**config.mk**
```make
export PLATFORM = sky130hd
export DESIGN_NAME = mtc_top
export DESIGN_NICKNAME = d
export VERILOG_FILES = /design/src/core/mtc_reflect_timer.v /design/src/core/mtc_top.v
export VERILOG_INCLUDE_DIRS = /design/src /design/src/core
export SDC_FILE = /design/constraint.sdc
export NUM_CORES = 1
export LEC_CHECK = 0
export BUFFER_PORTS_ARGS = -buffer_cell sky130_fd_sc_hd__buf_2
export CORE_MARGIN = 3
export CORE_UTILIZATION = 40
export CTS_BUF_LIST = sky130_fd_sc_hd__clkbuf_2
export CTS_CLUSTER_SIZE = 14
export DETAILED_ROUTE_END_ITERATION = 12
export MAX_ROUTING_LAYER = met4
export PLACE_DENSITY_LB_ADDON = 0.08
export RECOVER_POWER = 50
export REMOVE_ABC_BUFFERS = 1
export SLEW_MARGIN = 20
export SYNTH_ARGS = -nofsm -noshare
export SYNTH_HDL_FRONTEND = slang
export SYNTH_HIERARCHICAL = 1
export SYNTH_SLANG_ARGS = --single-unit
export TNS_END_PERCENT = 30
```
**constraint.sdc**
```tcl
create_clock -name ref_clk -period 2.6 [get_ports ref_clk]
set_clock_uncertainty 0.05 [all_clocks]
set_input_delay 0.13 -clock ref_clk [delete_from_list [all_inputs] [get_ports ref_clk]]
set_output_delay 0.13 -clock ref_clk [all_outputs]
set_load 0.05 [all_outputs]
```
**src/core/mtc_defines.vh**
```
// Register map, field positions, reset values and timing of the tx/test block
`ifndef MTC_DEFINES_VH
`define MTC_DEFINES_VH

`define MTC_ADDR_W 12
`define MTC_TX_CONFIG_COPY_ADDR 12'h108
`define MTC_TEST_CONTROL_ADDR 12'h118
`define MTC_BUS_STATUS_ADDR 12'h138
`define MTC_REFLECT_ADDR 12'h13C
`define MTC_TX_COMMAND_ADDR 12'h144
`define MTC_TX_LENGTH_ADDR 12'h146

`define MTC_TEST_CONTROL_RESET 16'h0019
`define MTC_TEST_CONTROL_WMASK 16'h4E80
`define MTC_TEST_CONTROL_ID 6'h19
`define MTC_BUS_STATUS_ID 6'h18
`define MTC_REFLECT_ID 6'h1C
`define MTC_TX_COMMAND_ID 6'h09
`define MTC_TX_COMMAND_WMASK 16'h33C0
`define MTC_TX_COMMAND_RESET 16'h0009

`define MTC_TC_LINK_TEST_DISABLE 7
`define MTC_TC_ENDEC_LOOP 9
`define MTC_TC_AUI_LOOP 10
`define MTC_TC_BACKOFF_DISABLE 11
`define MTC_TC_FULL_DUPLEX 14

`define MTC_BS_BID_ERROR 7
`define MTC_BS_READY_NOW 8

`define MTC_CMD_START_LO 6
`define MTC_CMD_START_HI 7
`define MTC_CMD_FORCE 8
`define MTC_CMD_ONE_COLL 9
`define MTC_CMD_CRC_INHIBIT 12
`define MTC_CMD_PAD_DISABLE 13

`define MTC_START_5 2'h0
`define MTC_START_381 2'h1
`define MTC_START_1021 2'h2
`define MTC_START_ALL 2'h3
`define MTC_BYTES_5 11'h005
`define MTC_BYTES_381 11'h17D
`define MTC_BYTES_1021 11'h3FD

`define MTC_LEN_MIN 16'h0003
`define MTC_LEN_MAX_CRC 16'h05EA
`define MTC_LEN_MAX 16'h05EE
`define MTC_PAD_LEN 11'h03C
`define MTC_COLL_LIMIT_ONE 5'h01
`define MTC_COLL_LIMIT_NORMAL 5'h10

`define MTC_CLK_HZ 200000000
`define MTC_REFLECT_HZ 10000000
`define MTC_FORCE_BIT_TIMES 64

`endif

```
**src/core/mtc_reflect_timer.v**
```verilog
// Cable reflectometer counter ticking at the 10 MHz rate
`timescale 1ns/1ps
`include "mtc_defines.vh"
module mtc_reflect_timer (
    input wire clk,
    input wire rst_n,
    input wire start,
    input wire stop,
    input wire clear,
    output wire [9:0] count
);
    localparam [31:0] DIV = `MTC_CLK_HZ / `MTC_REFLECT_HZ;
    localparam [4:0] DIV_LAST = DIV[4:0] - 5'h01;

    reg [4:0] div_q;
    reg run_q;
    reg [9:0] count_q;
    wire tick;

    assign tick = (div_q == DIV_LAST);
    assign count = count_q;

    // Divider restarts with each transmission so the first period is whole
    always @(posedge clk or negedge rst_n) begin
        if (!rst_n) begin
            div_q <= 5'h00;
        end else if (start || tick) begin
            div_q <= 5'h00;
        end else begin
            div_q <= div_q + 5'h01;
        end
    end

    // (RQ13) run from start to error
    always @(posedge clk or negedge rst_n) begin
        if (!rst_n) begin
            run_q <= 1'b0;
        end else if (stop) begin
            run_q <= 1'b0;
        end else if (start) begin
            run_q <= 1'b1;
        end
    end

    // (RQ14) clear on read
    always @(posedge clk or negedge rst_n) begin
        if (!rst_n) begin
            count_q <= 10'h000;
        end else if (start) begin
            count_q <= 10'h000;
        end else if (clear) begin
            // A tick in the read cycle is kept, not lost
            count_q <= (run_q && tick && !stop) ? 10'h001 : 10'h000;
        end else if (run_q && tick && !stop && count_q != 10'h3FF) begin
            count_q <= count_q + 10'h001;
        end
    end
endmodule

```
**src/core/mtc_top.v**
```verilog
// Transmit command, bid status, test control and reflectometer registers
//
// What this block does
// (RQ1) Bus status reads fixed id 011000 in its low six bits.
// (RQ2) Bid error set for frames above 1514 bytes with CRC appended.
// (RQ3) Bid error set, frame refused above 1518 bytes; short frames never flag.
// (RQ4) Ready-now status bit is polled only and raises no interrupt.
// (RQ5) Test control reads fixed id 011001 in its low six bits.
// (RQ6) No link and no override: block traffic, send link pulses only.
// (RQ7) Encoder loopback feeds encoder into decoder, line drivers kept out.
// (RQ8) Attachment loopback lets reception run while transmitting on that port.
// (RQ9) Backoff disable skips backoff, waiting only for inter-packet gap.
// (RQ10) Full duplex ignores carrier sense on the twisted-pair port.
// (RQ11) Host sets full duplex before twisted-pair loopback tests.
// (RQ12) Test control resets to 0019h unless loaded from config memory.
// (RQ13) Reflect counter counts 10 MHz periods from start until error.
// (RQ14) Reading reflect register clears count; low id bits stay 011100.
// (RQ15) Command location write-only; last word readable at the copy offset.
// (RQ16) No frame is sent when transmit length is below 3.
// (RQ17) Two-bit threshold picks when the MAC begins transmitting.
// (RQ18) Force with new command flushes queue, aborts frame with bad CRC.
// (RQ19) One-collision mode aborts after first collision, else after 16.
// (RQ20) CRC inhibit drops the frame check sequence.
// (RQ21) Padding on: short frames padded to 60, CRC unless inhibited.
// (RQ22) Padding off: runts sent unpadded, CRC only if not inhibited.
// (RQ23) Threshold codes 0..3 mean 5, 381, 1021 bytes, whole frame.
//
// The implementer's own choice: the address-and-strobe port.
`timescale 1ns/1ps
`include "mtc_defines.vh"
module mtc_top (
    input wire ref_clk,
    input wire reset_n,
    input wire [11:0] reg_addr,
    input wire [15:0] reg_wdata,
    input wire reg_wr,
    input wire reg_rd,
    output wire [15:0] reg_rdata,
    input wire cfg_load,
    input wire [15:0] cfg_word,
    input wire link_good,
    input wire carrier_sense,
    input wire aui_select,
    input wire tx_space_ok,
    input wire [10:0] tx_bytes_buffered,
    input wire tx_frame_complete,
    input wire mac_tx_active,
    input wire mac_collision,
    input wire aui_tx_begin,
    input wire aui_loss_of_carrier,
    input wire encoder_out,
    input wire tp_rx_pin,
    input wire aui_rx_pin,
    output wire traffic_enable,
    output wire link_pulse_only,
    output wire rx_enable,
    output wire tp_line_enable,
    output wire aui_line_enable,
    output wire decoder_in,
    output wire carrier_sense_used,
    output wire backoff_enable,
    output wire tx_start,
    output wire [10:0] tx_frame_length,
    output wire tx_crc_append,
    output wire tx_flush,
    output wire tx_abort_bad_crc,
    output wire tx_coll_abort
);
    reg rst_s1_q;
    reg rst_s2_q;
    wire rst_n;

    always @(posedge ref_clk or negedge reset_n) begin
        if (!reset_n) begin
            rst_s1_q <= 1'b0;
            rst_s2_q <= 1'b0;
        end else begin
            rst_s1_q <= 1'b1;
            rst_s2_q <= rst_s1_q;
        end
    end
    assign rst_n = rst_s2_q;

    // Line inputs: three stages, change taken when stages two and three agree
    wire [1:0] pin_raw;
    wire [1:0] pin_f;
    assign pin_raw = {aui_rx_pin, tp_rx_pin};
    genvar gi;
    generate
        for (gi = 0; gi < 2; gi = gi + 1) begin : g_sync
            reg s1_q;
            reg s2_q;
            reg s3_q;
            reg f_q;
            always @(posedge ref_clk or negedge rst_n) begin
                if (!rst_n) begin
                    s1_q <= 1'b0;
                    s2_q <= 1'b0;
                    s3_q <= 1'b0;
                    f_q <= 1'b0;
                end else begin
                    s1_q <= pin_raw[gi];
                    s2_q <= s1_q;
                    s3_q <= s2_q;
                    if (s2_q == s3_q) begin
                        f_q <= s3_q;
                    end
                end
            end
            assign pin_f[gi] = f_q;
        end
    endgenerate

    function thresh_met;
        input [1:0] code;
        input [10:0] bytes;
        input complete;
        begin
            case (code)
                `MTC_START_5: thresh_met = complete ||
                    (bytes >= `MTC_BYTES_5);
                `MTC_START_381: thresh_met = complete ||
                    (bytes >= `MTC_BYTES_381);
                `MTC_START_1021: thresh_met = complete ||
                    (bytes >= `MTC_BYTES_1021);
                default: thresh_met = complete;
            endcase
        end
    endfunction

    wire wr_cmd;
    wire wr_len;
    wire wr_tc;
    wire rd_tdr;
    assign wr_cmd = reg_wr && (reg_addr == `MTC_TX_COMMAND_ADDR);
    assign wr_len = reg_wr && (reg_addr == `MTC_TX_LENGTH_ADDR);
    assign wr_tc = reg_wr && (reg_addr == `MTC_TEST_CONTROL_ADDR);
    assign rd_tdr = reg_rd && (reg_addr == `MTC_REFLECT_ADDR);

    reg [15:0] tc_q;
    reg [15:0] cmd_q;
    reg bid_err_q;
    reg ready_now_q;
    reg pending_q;
    reg [15:0] rdata_q;

    wire lt_dis;
    wire endec_loop;
    wire aui_loop;
    wire full_duplex_enable;
    wire allowed;
    assign lt_dis = tc_q[`MTC_TC_LINK_TEST_DISABLE];
    assign endec_loop = tc_q[`MTC_TC_ENDEC_LOOP];
    assign aui_loop = tc_q[`MTC_TC_AUI_LOOP];
    assign full_duplex_enable = tc_q[`MTC_TC_FULL_DUPLEX];
    // (RQ6) override only matters without link
    assign allowed = link_good || lt_dis;

    // (RQ12) reset default, config load after release
    always @(posedge ref_clk or negedge rst_n) begin
        if (!rst_n) begin
            tc_q <= `MTC_TEST_CONTROL_RESET;
        end else if (wr_tc) begin
            tc_q <= (reg_wdata & `MTC_TEST_CONTROL_WMASK) |
                {10'h000, `MTC_TEST_CONTROL_ID};
        end else if (cfg_load) begin
            tc_q <= (cfg_word & `MTC_TEST_CONTROL_WMASK) |
                {10'h000, `MTC_TEST_CONTROL_ID};
        end
    end

    // (RQ15) keep last command word for the copy
    always @(posedge ref_clk or negedge rst_n) begin
        if (!rst_n) begin
            cmd_q <= `MTC_TX_COMMAND_RESET;
        end else if (wr_cmd) begin
            cmd_q <= (reg_wdata & `MTC_TX_COMMAND_WMASK) |
                {10'h000, `MTC_TX_COMMAND_ID};
        end
    end

    wire crc_inh;
    wire pad_dis;
    wire one_coll;
    wire len_short;
    wire len_long;
    assign crc_inh = cmd_q[`MTC_CMD_CRC_INHIBIT];
    assign pad_dis = cmd_q[`MTC_CMD_PAD_DISABLE];
    assign one_coll = cmd_q[`MTC_CMD_ONE_COLL];
    // (RQ16) too short: dropped quietly
    assign len_short = (reg_wdata < `MTC_LEN_MIN);
    // (RQ2) (RQ3) oversize limits
    assign len_long = (reg_wdata > `MTC_LEN_MAX) ||
        (!crc_inh && reg_wdata > `MTC_LEN_MAX_CRC);

    // Set wins over the clear from a new command
    always @(posedge ref_clk or negedge rst_n) begin
        if (!rst_n) begin
            bid_err_q <= 1'b0;
        end else if (wr_len && len_long) begin
            bid_err_q <= 1'b1;
        end else if (wr_cmd) begin
            bid_err_q <= 1'b0;
        end
    end

    reg start_q;
    reg flush_q;
    reg abort_q;
    reg coll_abort_q;
    reg crc_app_q;
    reg [10:0] flen_q;
    reg [1:0] thr_q;
    reg [4:0] coll_lim_q;
    reg [4:0] coll_cnt_q;
    reg force_go;

    always @* begin
        force_go = wr_cmd && reg_wdata[`MTC_CMD_FORCE];
    end

    // Bid accepted on the length write that follows the command
    always @(posedge ref_clk or negedge rst_n) begin
        if (!rst_n) begin
            pending_q <= 1'b0;
            start_q <= 1'b0;
            flush_q <= 1'b0;
            abort_q <= 1'b0;
            crc_app_q <= 1'b0;
            flen_q <= 11'h000;
            thr_q <= 2'h0;
            coll_lim_q <= `MTC_COLL_LIMIT_NORMAL;
        end else begin
            start_q <= 1'b0;
            // (RQ18) flush queue and cut the running frame at once
            flush_q <= force_go;
            abort_q <= force_go && mac_tx_active;
            if (force_go) begin
                pending_q <= 1'b0;
            end else if (wr_len && !len_short && !len_long) begin
                pending_q <= 1'b1;
                // (RQ20) CRC only when not inhibited
                crc_app_q <= !crc_inh;
                // (RQ21) (RQ22) pad to 60 unless disabled
                flen_q <= (!pad_dis && reg_wdata[10:0] < `MTC_PAD_LEN) ?
                    `MTC_PAD_LEN : reg_wdata[10:0];
                thr_q <= cmd_q[`MTC_CMD_START_HI:`MTC_CMD_START_LO];
                // (RQ19) collision limit per frame
                coll_lim_q <= one_coll ? `MTC_COLL_LIMIT_ONE :
                    `MTC_COLL_LIMIT_NORMAL;
            end else if (pending_q && allowed && !mac_tx_active &&
                    // (RQ17) (RQ23) start threshold
                    thresh_met(thr_q, tx_bytes_buffered,
                        tx_frame_complete)) begin
                pending_q <= 1'b0;
                start_q <= 1'b1;
            end
        end
    end

    // (RQ19) count collisions of the current frame
    always @(posedge ref_clk or negedge rst_n) begin
        if (!rst_n) begin
            coll_cnt_q <= 5'h00;
            coll_abort_q <= 1'b0;
        end else begin
            coll_abort_q <= 1'b0;
            if (start_q) begin
                coll_cnt_q <= 5'h00;
            end else if (mac_tx_active && mac_collision &&
                    coll_cnt_q != coll_lim_q) begin
                coll_cnt_q <= coll_cnt_q + 5'h01;
                coll_abort_q <= (coll_cnt_q + 5'h01 == coll_lim_q);
            end
        end
    end

    // (RQ4) polled status only, no interrupt path
    always @(posedge ref_clk or negedge rst_n) begin
        if (!rst_n) begin
            ready_now_q <= 1'b0;
        end else begin
            ready_now_q <= tx_space_ok && !pending_q;
        end
    end

    wire [9:0] tdr_count;
    mtc_reflect_timer u_reflect (
        .clk(ref_clk),
        .rst_n(rst_n),
        .start(aui_tx_begin),
        .stop((mac_collision && aui_select) || aui_loss_of_carrier),
        .clear(rd_tdr),
        .count(tdr_count)
    );

    always @(posedge ref_clk or negedge rst_n) begin
        if (!rst_n) begin
            rdata_q <= 16'h0000;
        end else if (reg_rd) begin
            case (reg_addr)
                // (RQ5) id in low bits
                `MTC_TEST_CONTROL_ADDR: rdata_q <= tc_q;
                // (RQ15) command copy readable here only
                `MTC_TX_CONFIG_COPY_ADDR: rdata_q <= cmd_q;
                // (RQ1) fixed id plus status
                `MTC_BUS_STATUS_ADDR: rdata_q <= {7'h00, ready_now_q,
                    bid_err_q, 1'b0, `MTC_BUS_STATUS_ID};
                // (RQ14) id stays fixed
                `MTC_REFLECT_ADDR: rdata_q <= {tdr_count,
                    `MTC_REFLECT_ID};
                default: rdata_q <= 16'h0000;
            endcase
        end else begin
            rdata_q <= 16'h0000;
        end
    end

    reg traffic_q;
    reg lp_only_q;
    reg rx_en_q;
    reg tp_en_q;
    reg aui_en_q;
    reg dec_q;
    reg cs_q;
    reg backoff_q;

    always @(posedge ref_clk or negedge rst_n) begin
        if (!rst_n) begin
            traffic_q <= 1'b0;
            lp_only_q <= 1'b1;
            rx_en_q <= 1'b0;
            tp_en_q <= 1'b0;
            aui_en_q <= 1'b0;
            dec_q <= 1'b0;
            cs_q <= 1'b0;
            backoff_q <= 1'b1;
        end else begin
            // (RQ6) gate traffic, link pulses only
            traffic_q <= allowed;
            lp_only_q <= !allowed;
            // (RQ8) half-duplex attachment blocks rx unless looped
            rx_en_q <= allowed && !(aui_select && mac_tx_active &&
                !aui_loop);
            // (RQ7) line drivers out during encoder loopback
            tp_en_q <= allowed && !endec_loop && !aui_select;
            aui_en_q <= !endec_loop && aui_select;
            dec_q <= endec_loop ? encoder_out :
                (aui_select ? pin_f[1] : pin_f[0]);
            // (RQ10) full duplex ignores carrier sense
            cs_q <= carrier_sense && !(full_duplex_enable && !aui_select);
            // (RQ9) backoff disable
            backoff_q <= !tc_q[`MTC_TC_BACKOFF_DISABLE];
        end
    end

    assign reg_rdata = rdata_q;
    assign traffic_enable = traffic_q;
    assign link_pulse_only = lp_only_q;
    assign rx_enable = rx_en_q;
    assign tp_line_enable = tp_en_q;
    assign aui_line_enable = aui_en_q;
    assign decoder_in = dec_q;
    assign carrier_sense_used = cs_q;
    assign backoff_enable = backoff_q;
    assign tx_start = start_q;
    assign tx_frame_length = flen_q;
    assign tx_crc_append = crc_app_q;
    assign tx_flush = flush_q;
    assign tx_abort_bad_crc = abort_q;
    assign tx_coll_abort = coll_abort_q;
endmodule

```
==> results.md <==
- Status: complete, but fails checks
- Failing checks: max-capacitance violations, max-slew violations
- Period minus WS final: 2.48 ns
- Final Hold Viols: 0
- #FFs+latches synth: 87
- CP max stage delay: 0.57 ns
- Mean Syn Cell Area: 11.2 um^2
- Hold path startpoint: reg_addr[9]
- Drt pass-1 iters: 4
- Netlist cell types: 68
- CP Cell Sequence: dlygate4sd3_1, buf_2, nand2_1, dlygate4sd3_1, o21ai_0, dlygate4sd3_1, mux2_1, dlygate4sd3_1
- Share of cells above drive strength 1: 28.7%
- Power density over cell area: 480 nW/um^2
- Die area: 11600 um^2
- CTS tree: done
- Vias in the first global route: 3406
- Area contributors post-synth: dfrtp_1 51%, mux2i_1 3.4%, nor2_1 3.3%
- Number of synthesized flops with an enable pin: 0
- Min Hold Slack: 0.0528 ns
- Switching Share: 28.8%
- Post-DP HPWL: 7.09 mm
- # setup viols final: 0
- Antenna violations before repair: 0
- Cell taking the most area after synthesis: dfrtp_1
- Cell area after synthesis: 4130 um^2
- Synth Warn #: 6
- Critical path's top delay family: buffers and inverters
- WL/cell: 14.9 um
- Post-route ant nets: 0
- Post-synthesis xor/xnor area fraction: 1.91%
- Layout Cells excl Fill: 673
- Clock sinks: 87
- Clock tree buffer depth: 2
- Clk Latency, worst-skew pair: 0.54 ns
- Setup crit end kind: flip-flop
- Port Buffers: 98
- Register area share after synthesis: 52.8%
- Mapped Cells: 368
- Cell Rows: 36
- Simple-Gate Fraction of Synth Area: 19.7%
- Clk root buf: clkbuf_2
- First-pass GRT wire length: 16.5 mm
- Count of nets after finishing: 613
- Largest net degree at the start of global routing: 46
- Via Count: 3396
- Post-synth top area share: 50.9%
- Die Span X: 108 um
- Largest family of logic cells by synthesized area: simple AND/OR/NAND/NOR gates
- F_max: 403 MHz
- Die height: 108 um
- Num CTS Buffers: 9
- Max-Cap Viols: 1
- Psw: 0.000762 W
- Initial Utilization: 41.7%
- Post-synthesis mux area share: 9.39%
- Routed vias/inst: 5.05
- I/O pin total: 112
- Slew Viols, Final: 45
- RSZ-0062 raised after global routing: false
- Placed Cells: 593
- Synth Area in Compound Gates: 9.90%
- Reg-to-Reg Start: tc_q[9]
- Peak VDD IR: 0.213 mV
- Slew @ Worst Pin: 1.84 ns
- CTS HTree Levels: 3
- Slew headroom: -22.6%
- Placeable Area: 9910 um^2
- CP max-delay cell: dlygate4sd3_1
- Post-CTS Setup Repair Bufs: 0
- Clock share of power: 25.4%
- DRC Markers: 0
- Worst Setup SP: cfg_word[10]
- Grt total ovfl: 0
- Area added between synthesis and finish: 33.4%
- Synth Flop Type: dfrtp_1
- RePlAce Congestion: 0.803
- Post-Route WL: 10.0 mm
- Int Power: 0.00189 W
- CP Data Required Time: 3.01 ns
- CP Max Fanout: 1
- CP dominant cell by count: dlygate4sd3_1
- CP Launch Type: input pin
- Worst path bufs/invs: 5
- Initial DRC count: 107
- Async set or reset register ratio after synthesis: 100%
- Critical path class: input pin to flip-flop
- Worst Path Arrival: 2.89 ns
- Adder-cell area share of the yosys netlist: 2.30%
- Antenna Diode Count: 0
- Comb pwr share: 17.2%
- Flop pwr share: 57.4%
- Total track usage: 18.8%
- Clock Pin Slew Worst Setup and Hold Paths: 0.23 ns
- Final Cycle Share: 95.5%
- Hold Crit Class: input pin to flip-flop
- Post-cts sizing count: 0
- Leakage: 2.70 nW
-- worst paths after layout --
path	end	slack, ns	cells after the start
setup / recovery	tc_q[10]	0.12	8
hold / removal	bid_err_q	0.05	4
setup reg to reg	tc_q[9]	0.29	4
hold reg to reg	g_sync[1].s2_q	0.33	0
max in group asynchronous	reg_rdata[6]	0.70	0
min in group asynchronous	rst_n	0.36	3
-- power groups by stage --
stage	registers, W	logic (W)	clock network [W]
3_5_place_dp	0.00155	0.000377	0
6_report	0.00152	0.000455	0.000672
5_1_grt	0.00153	0.000508	0.000764
4_1_cts	0.00152	0.000457	0.000700
3_3_place_gp	0.00154	0.000368	0
2_1_floorplan	0.00157	0.000201	0
-- kinds of logic (layout without fill, tap and decap cells) --
family,count (synthesis),after routing
buffers and inverters,35,206
DFF,87,87
and+or+nand+nor,134,134
other,2,3
xor gates and xnor gates,9,9
AOI/OAI and AO/OA,58,58
adders and majority gates,8,8
muxes,35,35
-- final cells by class --
class | count | area [um^2]
clock buffers | 12 | 60.1
repair buffers | 166 | 1170
multi-input cells | 247 | 1800
clock inverters | 4 | 46.3
well taps | 133 | 166
inverters | 24 | 90.1
fillers | 904 | 4400
flip-flops and latches | 87 | 2180
-- stage by stage --
step	TNS [ns]	instance area (um^2)	utilization [%]	worst slack (ns)	total power (W)
after global placement	0	4770	48.1	0.521	0.00191
after detailed placement	0	4770	48.1	0.505	0.00192
after floorplan	-3.88	4070	-	-0.0474	0.00177
final	0	5510	55.6	0.118	0.00265
after CTS	0	5520	55.7	0.231	0.00268
after global routing	0	5510	55.6	0.143	0.00281
-- routing by layer --
metal / wire (um) / global-route usage (%) / share of wire, % / up-vias
met4: 93 / 5.59 / 0.93 / 0
met3: 443 / 3.78 / 4.4 / 9
met5: 0 / - / 0 / -
met2: 4810 / 29.3 / 48 / 100
li1: - / - / - / 1637
met1: 4680 / 25.0 / 47 / 1650
-- flip-flops by register name (all words and copies together) (netlist names), 2 cells and up --
signal           cells
tx_frame_length     11
g_sync.s2_q          2
u_reflect/div_q      5
thr_q                2
g_sync.s1_q          2
cmd_q                6
coll_cnt_q           5
g_sync.s3_q          2
reg_rdata           14
coll_lim_q           2
u_reflect/count     10
tc_q                 5
g_sync.f_q           2
-- placed cells by master (no fill, tap or decap), types with 4 or more instances in the layout --
cell type	instances
mux2_2	12
nand3_1	9
clkbuf_2	12
nor3_1	7
nand4_1	4
dlygate4sd3_1	64
nor2_1	36
a31oi_1	4
nor4_1	4
or4_1	4
a22oi_1	8
inv_1	24
o21ai_0	12
mux2_1	6
mux2i_1	14
and2_1	4
or3_1	6
ha_1	6
a21oi_1	11
dfrtp_1	84
nand2_1	24
xor2_1	7
and3_1	5
buf_2	98
-- what timing repair did --
action / CTS / global route
endpoints found under the hold margin: 62 / 0
hold buffers: 64 / 0
setup endpoints to repair: 0 / 0
-- tightest hold or removal path: stages --
cell	delay, ns
buf_2	0.10
nor4b_4	0.05
and4_1	0.19
a2bb2oi_1	0.14
-- Yosys cell counts, types with 7 or more instances --
library cell	count
dfrtp_1	84
nor2_1	36
inv_1	24
nand2_1	24
mux2i_1	14
mux2_2	12
o21ai_0	12
a21oi_1	11
nand3_1	9
a22oi_1	8
nor3_1	7
xor2_1	7
No activity file was read; power rests on OpenSTA's default activity.
